===== src/cfh_pkg.sv =====
/*
 * Shared constants for the host-side card pin controller: card modes, access sizes,
 * state codes and the strobe timing counts.
 * Assumes a single 100 MHz clock and a card wired pin for pin to the top module.
 */
package cfh_pkg;

    typedef logic [1:0] cfh_mode_t;
    localparam cfh_mode_t MODE_MEM = 2'h0;
    localparam cfh_mode_t MODE_IO  = 2'h1;
    localparam cfh_mode_t MODE_IDE = 2'h2;

    typedef logic [1:0] cfh_size_t;
    localparam cfh_size_t SIZE_WORD = 2'h0;
    localparam cfh_size_t SIZE_EVEN = 2'h1;
    localparam cfh_size_t SIZE_ODD  = 2'h2;

    localparam int ADDR_W = 11;
    localparam int DATA_W = 16;
    localparam int BYTE_W = 8;
    localparam int TMR_W  = 8;

    // Strobe phase lengths, least times rounded up to whole cycles.
    localparam int CLK_PERIOD_NS = 10;
    localparam int SETUP_NS      = 30;
    localparam int STROBE_NS     = 150;
    localparam int HOLD_NS       = 20;
    localparam logic [TMR_W-1:0] SETUP_CYC  = TMR_W'((SETUP_NS + CLK_PERIOD_NS - 1) / CLK_PERIOD_NS);
    localparam logic [TMR_W-1:0] STROBE_CYC = TMR_W'((STROBE_NS + CLK_PERIOD_NS - 1) / CLK_PERIOD_NS);
    localparam logic [TMR_W-1:0] HOLD_CYC   = TMR_W'((HOLD_NS + CLK_PERIOD_NS - 1) / CLK_PERIOD_NS);

    typedef enum logic [4:0] {
        ST_INIT   = 5'h01,
        ST_IDLE   = 5'h02,
        ST_SETUP  = 5'h04,
        ST_STROBE = 5'h08,
        ST_HOLD   = 5'h10
    } cfh_state_e;

    localparam logic [BYTE_W-1:0] BYTE_ZERO = 8'h00;
    localparam logic [TMR_W-1:0]  TMR_ZERO  = 8'h00;
    localparam logic [TMR_W-1:0]  TMR_ONE   = 8'h01;

endpackage


===== src/cfh_tmr_if.sv =====
/*
 * Interface between the access sequencer and its phase timer.
 * Assumes both ends share the controller clock.
 */
`timescale 1ns/1ns
interface cfh_tmr_if;
    logic                         start;
    logic [cfh_pkg::TMR_W-1:0]    count;
    logic                         done;

    modport owner (output start, output count, input done);
    modport timer (input start, input count, output done);
endinterface


===== src/cfh_phase_timer.sv =====
/*
 * Phase timer: loads a count on a start pulse and pulses done when it has run out.
 * Assumes start is a one-cycle pulse and is not repeated while a count runs.
 */
`timescale 1ns/1ns
module cfh_phase_timer (
    input  wire logic    clk,
    input  wire logic    rst_n,
    cfh_tmr_if.timer     tmr
);
    logic [cfh_pkg::TMR_W-1:0] cnt_q;
    logic [cfh_pkg::TMR_W-1:0] cnt_d;
    logic                      done_q;
    logic                      done_d;

    // Counts down to zero and flags the last step.
    always_comb begin
        cnt_d  = cnt_q;
        done_d = 1'b0;
        if (tmr.start) begin
            cnt_d = tmr.count;
        end else if (cnt_q != cfh_pkg::TMR_ZERO) begin
            cnt_d  = cnt_q - cfh_pkg::TMR_ONE;
            done_d = (cnt_q == cfh_pkg::TMR_ONE);
        end
    end

    // Registers the count and the done pulse.
    always_ff @(posedge clk or negedge rst_n) begin
        if (!rst_n) begin
            cnt_q  <= cfh_pkg::TMR_ZERO;
            done_q <= 1'b0;
        end else begin
            cnt_q  <= cnt_d;
            done_q <= done_d;
        end
    end

    assign tmr.done = done_q;
endmodule


===== src/cfh_host.sv =====
/*
 * Host controller for a flash card in memory, I/O or IDE mode: runs one card access at a
 * time from a command port, drives the card pins from flip-flops and interprets the shared
 * ready/interrupt pin per mode.
 * Assumes card pins are synchronous to CLK and the card is powered while RST_N is released.
 */
`timescale 1ns/1ns
module cfh_host (
    input  wire logic                          CLK,
    input  wire logic                          RST_N,
    input  wire logic [1:0]                    MODE,
    input  wire logic                          MASTER,
    input  wire logic                          CFG_DONE,
    input  wire logic                          CMD_VALID,
    input  wire logic                          CMD_WRITE,
    input  wire logic                          CMD_TASK,
    input  wire logic                          CMD_ALT,
    input  wire logic [1:0]                    CMD_SIZE,
    input  wire logic [cfh_pkg::ADDR_W-1:0]    CMD_ADDR,
    input  wire logic [cfh_pkg::DATA_W-1:0]    CMD_WDATA,
    output logic                               CMD_READY,
    output logic                               CMD_DONE,
    output logic                               CMD_ERR,
    output logic [cfh_pkg::DATA_W-1:0]         RDATA,
    output logic                               NOACK,
    output logic                               CARD_READY,
    output logic                               CARD_INT,
    output logic [cfh_pkg::ADDR_W-1:0]         ADDR,
    input  wire logic [cfh_pkg::DATA_W-1:0]    DATA_I,
    output logic [cfh_pkg::DATA_W-1:0]         DATA_O,
    output logic                               DATA_OE,
    output logic                               CARD_ENABLE_LOW_N,
    output logic                               CARD_ENABLE_HIGH_N,
    output logic                               OUTPUT_ENABLE_N,
    output logic                               WRITE_ENABLE_N,
    output logic                               IO_READ_STROBE_N,
    output logic                               IO_WRITE_STROBE_N,
    output logic                               ATTRIBUTE_SELECT_N,
    output logic                               IDE_MODE_SELECT_N,
    output logic                               DRIVE_ROLE_SELECT_N_O,
    output logic                               DRIVE_ROLE_SELECT_N_OE,
    input  wire logic                          READY_BUSY_N,
    input  wire logic                          INPUT_ACKNOWLEDGE_N
);
    cfh_tmr_if tmr ();

    cfh_phase_timer u_timer (
        .clk   (CLK),
        .rst_n (RST_N),
        .tmr   (tmr)
    );

    cfh_pkg::cfh_state_e                state_q, state_d;
    cfh_pkg::cfh_mode_t                 mode_q, mode_d;
    logic                               start_q, start_d;
    logic [cfh_pkg::TMR_W-1:0]          count_q, count_d;
    logic                               write_q, write_d;
    logic                               use_io_q, use_io_d;
    cfh_pkg::cfh_size_t                 size_q, size_d;
    logic                               ready_q, ready_d;
    logic                               done_q, done_d;
    logic                               err_q, err_d;
    logic [cfh_pkg::DATA_W-1:0]         rdata_q, rdata_d;
    logic                               noack_q, noack_d;
    logic                               card_ready_q, card_ready_d;
    logic                               card_int_q, card_int_d;
    logic [cfh_pkg::ADDR_W-1:0]         addr_q, addr_d;
    logic [cfh_pkg::DATA_W-1:0]         dout_q, dout_d;
    logic                               doe_q, doe_d;
    logic                               cel_n_q, cel_n_d;
    logic                               ceh_n_q, ceh_n_d;
    logic                               oe_n_q, oe_n_d;
    logic                               we_n_q, we_n_d;
    logic                               ior_n_q, ior_n_d;
    logic                               iow_n_q, iow_n_d;
    logic                               reg_n_q, reg_n_d;
    logic                               ide_sel_n_q, ide_sel_n_d;
    logic                               role_oe_q, role_oe_d;
    logic                               cmd_io;
    logic                               cmd_bad;

    assign tmr.start = start_q;
    assign tmr.count = count_q;

    // Decides the strobe pair and legality of the offered command in the current mode.
    always_comb begin
        cmd_io  = (mode_q == cfh_pkg::MODE_IDE) || ((mode_q == cfh_pkg::MODE_IO) && CMD_TASK);
        cmd_bad = ((mode_q != cfh_pkg::MODE_MEM) && (mode_q != cfh_pkg::MODE_IO)
                   && (mode_q != cfh_pkg::MODE_IDE))
                  || (cmd_io && !CFG_DONE)
                  || ((mode_q == cfh_pkg::MODE_IDE) && !CMD_TASK)
                  || ((CMD_SIZE != cfh_pkg::SIZE_WORD) && (CMD_SIZE != cfh_pkg::SIZE_EVEN)
                      && (CMD_SIZE != cfh_pkg::SIZE_ODD));
    end

    // Sequencer: initialization wait, then setup, strobe and hold phases per access.
    always_comb begin
        state_d      = state_q;
        mode_d       = mode_q;
        start_d      = 1'b0;
        count_d      = count_q;
        write_d      = write_q;
        use_io_d     = use_io_q;
        size_d       = size_q;
        ready_d      = 1'b0;
        done_d       = 1'b0;
        err_d        = 1'b0;
        rdata_d      = rdata_q;
        noack_d      = noack_q;
        addr_d       = addr_q;
        dout_d       = dout_q;
        doe_d        = doe_q;
        cel_n_d      = cel_n_q;
        ceh_n_d      = ceh_n_q;
        oe_n_d       = oe_n_q;
        we_n_d       = we_n_q;
        ior_n_d      = ior_n_q;
        iow_n_d      = iow_n_q;
        reg_n_d      = reg_n_q;
        ide_sel_n_d  = (mode_q != cfh_pkg::MODE_IDE);
        role_oe_d    = MASTER;
        // Interpret the shared status pin by mode.
        card_ready_d = (mode_q == cfh_pkg::MODE_MEM) ? READY_BUSY_N : 1'b1;
        card_int_d   = 1'b0;
        if (mode_q == cfh_pkg::MODE_IO) begin
            card_int_d = !READY_BUSY_N;
        end else if (mode_q == cfh_pkg::MODE_IDE) begin
            card_int_d = READY_BUSY_N;
        end
        case (state_q)
            cfh_pkg::ST_INIT: begin
                mode_d = MODE;
                if ((mode_q != cfh_pkg::MODE_MEM) || READY_BUSY_N) begin
                    state_d = cfh_pkg::ST_IDLE;
                    ready_d = 1'b1;
                end
            end
            cfh_pkg::ST_IDLE: begin
                ready_d = 1'b1;
                if (CMD_VALID && cmd_bad) begin
                    err_d = 1'b1;
                end else if (CMD_VALID) begin
                    ready_d  = 1'b0;
                    state_d  = cfh_pkg::ST_SETUP;
                    start_d  = 1'b1;
                    count_d  = cfh_pkg::SETUP_CYC;
                    write_d  = CMD_WRITE;
                    use_io_d = cmd_io;
                    size_d   = CMD_SIZE;
                    noack_d  = 1'b0;
                    addr_d   = CMD_ADDR;
                    doe_d    = CMD_WRITE;
                    dout_d   = CMD_WDATA;
                    if (mode_q == cfh_pkg::MODE_IDE) begin
                        cel_n_d = CMD_ALT;
                        ceh_n_d = !CMD_ALT;
                        reg_n_d = 1'b1;
                    end else begin
                        cel_n_d = (CMD_SIZE == cfh_pkg::SIZE_ODD);
                        ceh_n_d = (CMD_SIZE == cfh_pkg::SIZE_EVEN);
                        reg_n_d = (mode_q == cfh_pkg::MODE_MEM) && CMD_TASK;
                        if (CMD_SIZE == cfh_pkg::SIZE_ODD) begin
                            dout_d = {CMD_WDATA[cfh_pkg::BYTE_W-1:0], cfh_pkg::BYTE_ZERO};
                        end
                    end
                end else begin
                    mode_d = MODE;
                    if (MODE != mode_q) begin
                        state_d = cfh_pkg::ST_INIT;
                        ready_d = 1'b0;
                    end
                end
            end
            cfh_pkg::ST_SETUP: begin
                if (tmr.done) begin
                    state_d = cfh_pkg::ST_STROBE;
                    start_d = 1'b1;
                    count_d = cfh_pkg::STROBE_CYC;
                    if (use_io_q) begin
                        ior_n_d = write_q;
                        iow_n_d = !write_q;
                    end else begin
                        oe_n_d = write_q;
                        we_n_d = !write_q;
                    end
                end
            end
            cfh_pkg::ST_STROBE: begin
                if (tmr.done) begin
                    state_d  = cfh_pkg::ST_HOLD;
                    start_d  = 1'b1;
                    count_d  = cfh_pkg::HOLD_CYC;
                    oe_n_d   = 1'b1;
                    we_n_d   = 1'b1;
                    ior_n_d  = 1'b1;
                    iow_n_d  = 1'b1;
                    if (!write_q) begin
                        rdata_d = DATA_I;
                        if (size_q == cfh_pkg::SIZE_ODD) begin
                            rdata_d = {cfh_pkg::BYTE_ZERO, DATA_I[cfh_pkg::DATA_W-1:cfh_pkg::BYTE_W]};
                        end else if (size_q == cfh_pkg::SIZE_EVEN) begin
                            rdata_d = {cfh_pkg::BYTE_ZERO, DATA_I[cfh_pkg::BYTE_W-1:0]};
                        end
                        // A selected I/O read must be acknowledged by the card.
                        noack_d = use_io_q && (mode_q == cfh_pkg::MODE_IO) && INPUT_ACKNOWLEDGE_N;
                    end
                end
            end
            cfh_pkg::ST_HOLD: begin
                if (tmr.done) begin
                    state_d = cfh_pkg::ST_IDLE;
                    ready_d = 1'b1;
                    done_d  = 1'b1;
                    doe_d   = 1'b0;
                    cel_n_d = 1'b1;
                    ceh_n_d = 1'b1;
                    reg_n_d = 1'b1;
                end
            end
            default: begin
                state_d = cfh_pkg::ST_INIT;
            end
        endcase
    end

    // Registers every piece of sequencer state and every pin except the constant role pin level.
    always_ff @(posedge CLK or negedge RST_N) begin
        if (!RST_N) begin
            state_q      <= cfh_pkg::ST_INIT;
            mode_q       <= cfh_pkg::MODE_MEM;
            start_q      <= 1'b0;
            count_q      <= cfh_pkg::TMR_ZERO;
            write_q      <= 1'b0;
            use_io_q     <= 1'b0;
            size_q       <= cfh_pkg::SIZE_WORD;
            ready_q      <= 1'b0;
            done_q       <= 1'b0;
            err_q        <= 1'b0;
            rdata_q      <= '0;
            noack_q      <= 1'b0;
            card_ready_q <= 1'b0;
            card_int_q   <= 1'b0;
            addr_q       <= '0;
            dout_q       <= '0;
            doe_q        <= 1'b0;
            cel_n_q      <= 1'b1;
            ceh_n_q      <= 1'b1;
            oe_n_q       <= 1'b1;
            we_n_q       <= 1'b1;
            ior_n_q      <= 1'b1;
            iow_n_q      <= 1'b1;
            reg_n_q      <= 1'b1;
            ide_sel_n_q  <= 1'b1;
            role_oe_q    <= 1'b0;
        end else begin
            state_q      <= state_d;
            mode_q       <= mode_d;
            start_q      <= start_d;
            count_q      <= count_d;
            write_q      <= write_d;
            use_io_q     <= use_io_d;
            size_q       <= size_d;
            ready_q      <= ready_d;
            done_q       <= done_d;
            err_q        <= err_d;
            rdata_q      <= rdata_d;
            noack_q      <= noack_d;
            card_ready_q <= card_ready_d;
            card_int_q   <= card_int_d;
            addr_q       <= addr_d;
            dout_q       <= dout_d;
            doe_q        <= doe_d;
            cel_n_q      <= cel_n_d;
            ceh_n_q      <= ceh_n_d;
            oe_n_q       <= oe_n_d;
            we_n_q       <= we_n_d;
            ior_n_q      <= ior_n_d;
            iow_n_q      <= iow_n_d;
            reg_n_q      <= reg_n_d;
            ide_sel_n_q  <= ide_sel_n_d;
            role_oe_q    <= role_oe_d;
        end
    end

    // Outputs come straight from the registers above, except the role pin level, which is a constant low.
    assign CMD_READY              = ready_q;
    assign CMD_DONE               = done_q;
    assign CMD_ERR                = err_q;
    assign RDATA                  = rdata_q;
    assign NOACK                  = noack_q;
    assign CARD_READY             = card_ready_q;
    assign CARD_INT               = card_int_q;
    assign ADDR                   = addr_q;
    assign DATA_O                 = dout_q;
    assign DATA_OE                = doe_q;
    assign CARD_ENABLE_LOW_N      = cel_n_q;
    assign CARD_ENABLE_HIGH_N     = ceh_n_q;
    assign OUTPUT_ENABLE_N        = oe_n_q;
    assign WRITE_ENABLE_N         = we_n_q;
    assign IO_READ_STROBE_N       = ior_n_q;
    assign IO_WRITE_STROBE_N      = iow_n_q;
    assign ATTRIBUTE_SELECT_N     = reg_n_q;
    assign IDE_MODE_SELECT_N      = ide_sel_n_q;
    assign DRIVE_ROLE_SELECT_N_O  = 1'b0;           // Open drain: only ever pulls to ground.
    assign DRIVE_ROLE_SELECT_N_OE = role_oe_q;
endmodule


===== config.mk =====
export PLATFORM = sky130hd
export DESIGN_NAME = cfh_host
export DESIGN_NICKNAME = d
export VERILOG_FILES = /design/src/cfh_pkg.sv /design/src/cfh_tmr_if.sv /design/src/cfh_phase_timer.sv /design/src/cfh_host.sv
export SDC_FILE = /design/constraint.sdc
export NUM_CORES = 1
export LEC_CHECK = 0
export BUFFER_PORTS_ARGS = -buffer_cell sky130_fd_sc_hd__buf_2
export CORE_MARGIN = 3
export CORE_UTILIZATION = 55
export CTS_CLUSTER_SIZE = 16
export DETAILED_ROUTE_END_ITERATION = 12
export PLACE_DENSITY = 0.85
export SYNTH_ARGS = -nofsm -noshare
export SYNTH_HDL_FRONTEND = slang
export SYNTH_SLANG_ARGS = --single-unit

===== constraint.sdc =====
create_clock -name CLK -period 2.8 [get_ports CLK]
set_clock_uncertainty 0.15 [all_clocks]
set_input_delay 0.56 -clock CLK [delete_from_list [all_inputs] [get_ports CLK]]
set_output_delay 0.56 -clock CLK [all_outputs]
set_load 0.1 [all_outputs]

-- Word level (Yosys, flattened, before mapping)
Cells that the tools add are included.
- equal/unequal tests: 28
- mux-type cells: 73
- add/subtract/negate cells: 1
- reductions and logical operators: 41
- bitwise gates (word level): 2
- operators by type and width (cell ; number):
    16-bit 2-to-1 mux ; 4
    8-bit 2-to-1 mux ; 6
    1-bit 2-to-1 mux ; 40
    5-bit 2-to-1 mux ; 7
    5-bit one-hot mux with 5 select lines ; 1
    8-bit one-hot mux with 3 select lines ; 1
    1-bit one-hot mux with 2 select lines ; 10
    2-bit != test, second input constant ; 9
    2-bit nonzero test ; 7
    4-bit AND reduction ; 3
    1-bit logical AND ; 11
    2-bit by 1-bit != test with 1-bit output, second input constant ; 5
    5-bit AND reduction ; 2
    3-bit AND reduction ; 3
    8-bit by 1-bit equality test with 1-bit output, second input constant ; 1
    8-bit nonzero test ; 1
    8-bit by 1-bit subtractor with 8-bit output, second input constant ; 1
    2-bit by 1-bit equality test with 1-bit output, second input constant ; 3
    2-bit equality test, second input constant ; 3
    6-bit AND reduction ; 1
    5-bit by 1-bit equality test with 1-bit output, second input constant ; 1
    5-bit by 2-bit equality test with 1-bit output, second input constant ; 1
    5-bit by 3-bit equality test with 1-bit output, second input constant ; 1
    5-bit by 4-bit equality test with 1-bit output, second input constant ; 1
    other kinds (12) ; 22
- bits of input ports: 57
- register bits after elaboration: 88

-- Logic depth before layout (Yosys ltp)
- depth in word-level cells: 10
- mapped depth: 8
- gate-level depth less buffers: 6

-- Hierarchy
Synthesis repeated with hierarchy kept, for this count alone.
- cell total of the unflattened synthesis: 391
- area, all modules: 3851.2 um^2
- modules (own cells, without submodules) (module ; cells an instance ; times used ; area an instance (um^2) ; sequential area each (um^2)):
    cfh_host ; 330 ; 1 ; 3274.4 ; 1863.0
    cfh_phase_timer ; 61 ; 1 ; 576.8 ; 225.2

-- Worst setup path after synthesis
No wires, ideal clock.
- path kind: input-to-reg
- from: in CFG_DONE
- to: reg count_q[0] (netlist bit)
- library setup time: 0.125 ns
- path buffers: 0
- data arrival time: 1.665 ns
- path slack: 0.860 ns
- cell stages on the path: 5
- data required time: 2.525 ns
- cells stage by stage: nand2b_1 -> a21oi_1 -> a2111o_4 -> o21ai_2 -> mux2_2
- longest elaborated chain between the ends: 8
- RTL lines (what ; RTL line ; text):
    from (decl) ; cfh_host.sv:13 ; input wire logic CFG_DONE,
    1-bit zero test ; cfh_host.sv:90 ; || (cmd_io && !CFG_DONE)
    1-bit logical AND ; cfh_host.sv:90 ;
    1-bit logical OR ; cfh_host.sv:90 ;
    1-bit logical OR ; cfh_host.sv:91 ; || ((mode_q == cfh_pkg::MODE_IDE) && !CMD_TASK)
    1-bit logical OR ; cfh_host.sv:92 ; || ((CMD_SIZE != cfh_pkg::SIZE_WORD) && (CMD_SIZE != cfh_pkg::SIZE_EVEN)
    1-bit logical AND ; cfh_host.sv:140 ; if (CMD_VALID && cmd_bad) begin
    2-bit != test (no line) ; - ;
    5-bit AND reduction (no line) ; - ;
    to (signal assigned) ; cfh_host.sv:232 ; count_q <= cfh_pkg::TMR_ZERO;
    to (signal assigned) ; cfh_host.sv:259 ; count_q <= count_d;
    to (decl) ; cfh_host.sv:56 ; logic [cfh_pkg::TMR_W-1:0] count_q, count_d;
Every way passes these cells.
A chain may end at the register's enable or synchronous reset.

-- Worst setup path after layout
- from: reg mode_q[1]
- to: reg addr_q, in the netlist ADDR[9]
- longest elaborated chain between the ends: 10
- elaborated cells on any way between the ends: 17
- RTL lines (what ; RTL line ; text):
    from (decl) ; cfh_host.sv:54 ; cfh_pkg::cfh_mode_t mode_q, mode_d;
    from (signal assigned) ; cfh_host.sv:230 ; mode_q <= cfh_pkg::MODE_MEM;
    from (signal assigned) ; cfh_host.sv:257 ; mode_q <= mode_d;
    2-bit by 1-bit equality test with 1-bit output ; cfh_host.sv:87 ; cmd_io = (mode_q == cfh_pkg::MODE_IDE) || ((mode_q == cfh_pkg::MODE_IO) && CMD_TASK);
    1-bit logical AND ; cfh_host.sv:87 ;
    1-bit logical OR ; cfh_host.sv:87 ;
    1-bit logical AND ; cfh_host.sv:90 ;
    1-bit logical OR ; cfh_host.sv:90 ;
    1-bit logical OR (*) ; cfh_host.sv:91 ;
    1-bit logical OR (*) ; cfh_host.sv:92 ;
    1-bit logical AND (*) ; cfh_host.sv:140 ;
    1-bit NOT (no line) (*) ; - ;
    3-bit AND reduction (no line) (*) ; - ;
    to (signal assigned) ; cfh_host.sv:270 ; addr_q <= addr_d;
    to (decl) ; cfh_host.sv:67 ; logic [cfh_pkg::ADDR_W-1:0] addr_q, addr_d;
Mark *: on every way between the ends. The rest lies on a longest branch, timed or not.

==> metrics.txt <==
Fmax=around 440 MHz; Area growth, synth to finish=21.9%; DR iter-0 viols=roughly 180; largest net degree at the start of global routing=48; TritonRoute pass-1 iters=4; worst-path maximum fanout=47; Root Buffer Master=clkbuf_8; non-filler cells, final=566; Core Rows=29; Final Max Slew Viols=0; # resized after CTS=0; Static Leak=between 2 and 2.5 nW; Mapped Avg Cell Area=approximately 11 µm²; # Post-CTS Setup Buffers=0; clock sink count=between 80 and 90; vias=just over 3000; first-pass GRT wire length=~13 mm; RSZ-0062 raised after global routing=false; Synth Warn #=0; most frequent cells in the layout=buf_2, dfrtp_1, nand2_1, o21ai_0, nor2_1; CTS H-tree lvls=3; Worst-Margin Slew=~0.74 ns; Clock Latency Late Sink=around 0.34 ns; Max clock buf depth=2; CTS tree=built; initial cell density of the core=between 50% and 60%; diode count=0; Die H=about 90 µm; vias in the first global route=between 2000 and 3000; Syn Inst Count=355; critical path required time=2.87 ns; hold buffers post-CTS=0; commonest non-fill, non-tap cell in the layout=buf_2; CP startpoint kind=flip-flop; Final Critical Period=about 2.3 ns; final number of setup-violating endpoints=0; DP HPWL=approximately 6.3 mm; DR WL met3=543 µm; Worst IR Drop VDD=between 700 and 800 µV; met1 WL=3.61 mm; GRT Util Overall=between 20% and 30%; syn nets=415; CP startpoint=mode_q[1]; max-cap violations=0; WS Path Type=flip-flop to flip-flop; Post-Place Setup Slack=approximately 0.35 ns; share of layout cells above drive strength 1=between 30 and 40%; max layer used=met4; Total Neg Setup Slack=0 ns; Reg area=~2100 µm²; PnR Total Power=6.03 mW; register area share after synthesis=about 54%; status=completed; Final Wtd Congestion=about 0.9; FILL cells=480; met2 wire len=~4.2 mm; I/O pin count=between 100 and 150; Die W=between 80 and 90 µm; placed cell count=between 500 and 600; DRT antenna net count=0; CTS Buf Count=9; Avg WL per Cell=~15 µm; Pwr per Cell Area=between 1000 and 1500 nW/µm²; max_slew headroom=between 50% and 60%; CP endpoint kind=flip-flop; Clk pin slew, worst setup/hold paths=0.08 ns; worst r2r src=mode_q[1]; final hold viol count=0; initial antenna violation count=0; final net count=between 500 and 600; Avg Vias per Cell=between 5 and 6; number of remaining DRC errors=0; port bufs=115; CP arrival=around 2.4 ns; WL final=between 8 and 9 mm; Final WS setup=0.522 ns; grt ovf=0; crit share post-route=approximately four fifths; Post-Syn Area=~3800 µm²; Die ar.=around 8000 µm²; Hold Crit Class=input port to asynchronous set/reset pin; final instance area=4680 µm²; multi-input logic area=approximately 1600 µm²; Yosys reg bits=just over 80; dpl cell area=about 4500 µm²; Core Region=6570 µm²; count of cell types in the netlist=52
[state kept, by name, indices dropped and copies added (netlist names), 2 cells and up]
| name | flops |
|---|---|
| DATA_O | 16 |
| RDATA | 16 |
| ADDR | 11 |
| u_timer.cnt_q | 8 |
| state_q | 5 |
| mode_q | 2 |
| count_q | 3 |
| size_q | 2 |
[cell usage after synthesis, drive strengths merged]
cell type / count / share of area [%]
o21ai: 39 / 5.2
dfstp: 9 / 6.2
o32ai: 1 / 0.23
o22ai: 2 / 0.33
nor2: 20 / 2.3
xor2: 7 / 1.6
a31oi: 1 / 0.16
inv: 9 / 0.88
or2: 2 / 0.33
nand2b: 5 / 0.82
ha: 3 / 0.98
mux2i: 17 / 4.4
mux2: 17 / 6.3
and4bb: 1 / 0.33
a211oi: 2 / 0.52
nand4: 2 / 0.33
nand3: 16 / 2.1
xnor2: 5 / 1.1
o41ai: 2 / 0.46
nand4b: 2 / 0.46
or4: 2 / 0.39
nor2b: 1 / 0.16
conb: 1 / 0.098
o31ai: 2 / 0.39
clkbuf: 5 / 0.49
dfrtp: 74 / 48
o32a: 1 / 0.26
o211ai: 2 / 0.39
nor3: 5 / 0.65
a21boi: 2 / 0.39
and4: 1 / 0.23
a2111o: 1 / 0.55
nand3b: 3 / 0.69
or3: 6 / 0.98
buf: 13 / 2.7
nand2: 60 / 5.9
clkinv: 1 / 0.098
o21a: 1 / 0.20
o22a: 4 / 0.91
a21oi: 6 / 0.78
o2bb2ai: 2 / 0.46
[critical path, stage by stage, from the launching register on]
cell,delay (ns)
dfrtp_1,0.46
clkinv_1,0.18
a21oi_1,0.33
a2111o_4,0.22
buf_4,0.44
mux2_1,0.38
[logic make-up after synthesis]
logic type | Yosys count | share of synthesized area, %
AO/OA/AOI/OAI | 68 | 11.2
XOR/XNOR | 12 | 2.74
adder cells (fa/ha/maj) | 3 | 0.979
buffers and inverters | 28 | 4.14
flip-flops | 83 | 54.5
multiplexers | 34 | 10.7
other | 1 | 0.0978
AND/OR/NAND/NOR | 126 | 15.7
[power by group]
| part | internal, mW | switching, mW | total [mW] |
|---|---|---|---|
| registers | 1.60 | 0.320 | 1.92 |
| clock network | 0.504 | 0.416 | 0.920 |
| logic | 0.707 | 2.48 | 3.19 |
[layer usage]
layer	global-route usage (%)	up-vias
met5	0	-
met4	6.36	0
met3	5.16	14
met2	36.8	117
met1	27.7	1447
li1	-	1457
[area by class of cell]
cell class | count | share of cell area [%]
inverters | 10 | 0.803
clock buffers | 10 | 2.73
clock inverters | 6 | 1.93
well taps | 93 | 2.49
flip-flops and latches | 83 | 44.7
multi-input cells | 244 | 34.0
repair buffers | 120 | 13.4
[worst paths after layout]
kind / depth (start not counted) / slack (ns) / endpoint
worst min-delay path: 1 / 0.06 / RDATA[15]
worst max-delay path: 5 / 0.52 / ADDR[9]
min in group CLK: 1 / 0.17 / DRIVE_ROLE_SELECT_N_OE
worst max register to register: 5 / 0.52 / ADDR[9]
worst min register to register: 2 / 0.32 / RDATA[12]
max in group asynchronous: 2 / 1.75 / ATTRIBUTE_SELECT_N
[through the flow]
step | utilization (%) | hold slack, ns
floorplan | - | 0.114
global placement | 67.9 | 0.297
detailed placement | 67.9 | 0.301
CTS | 71.2 | 0.0664
global route | 71.2 | 0.0815
finish | 71.2 | 0.0590
(Power assumes the default switching activity.)
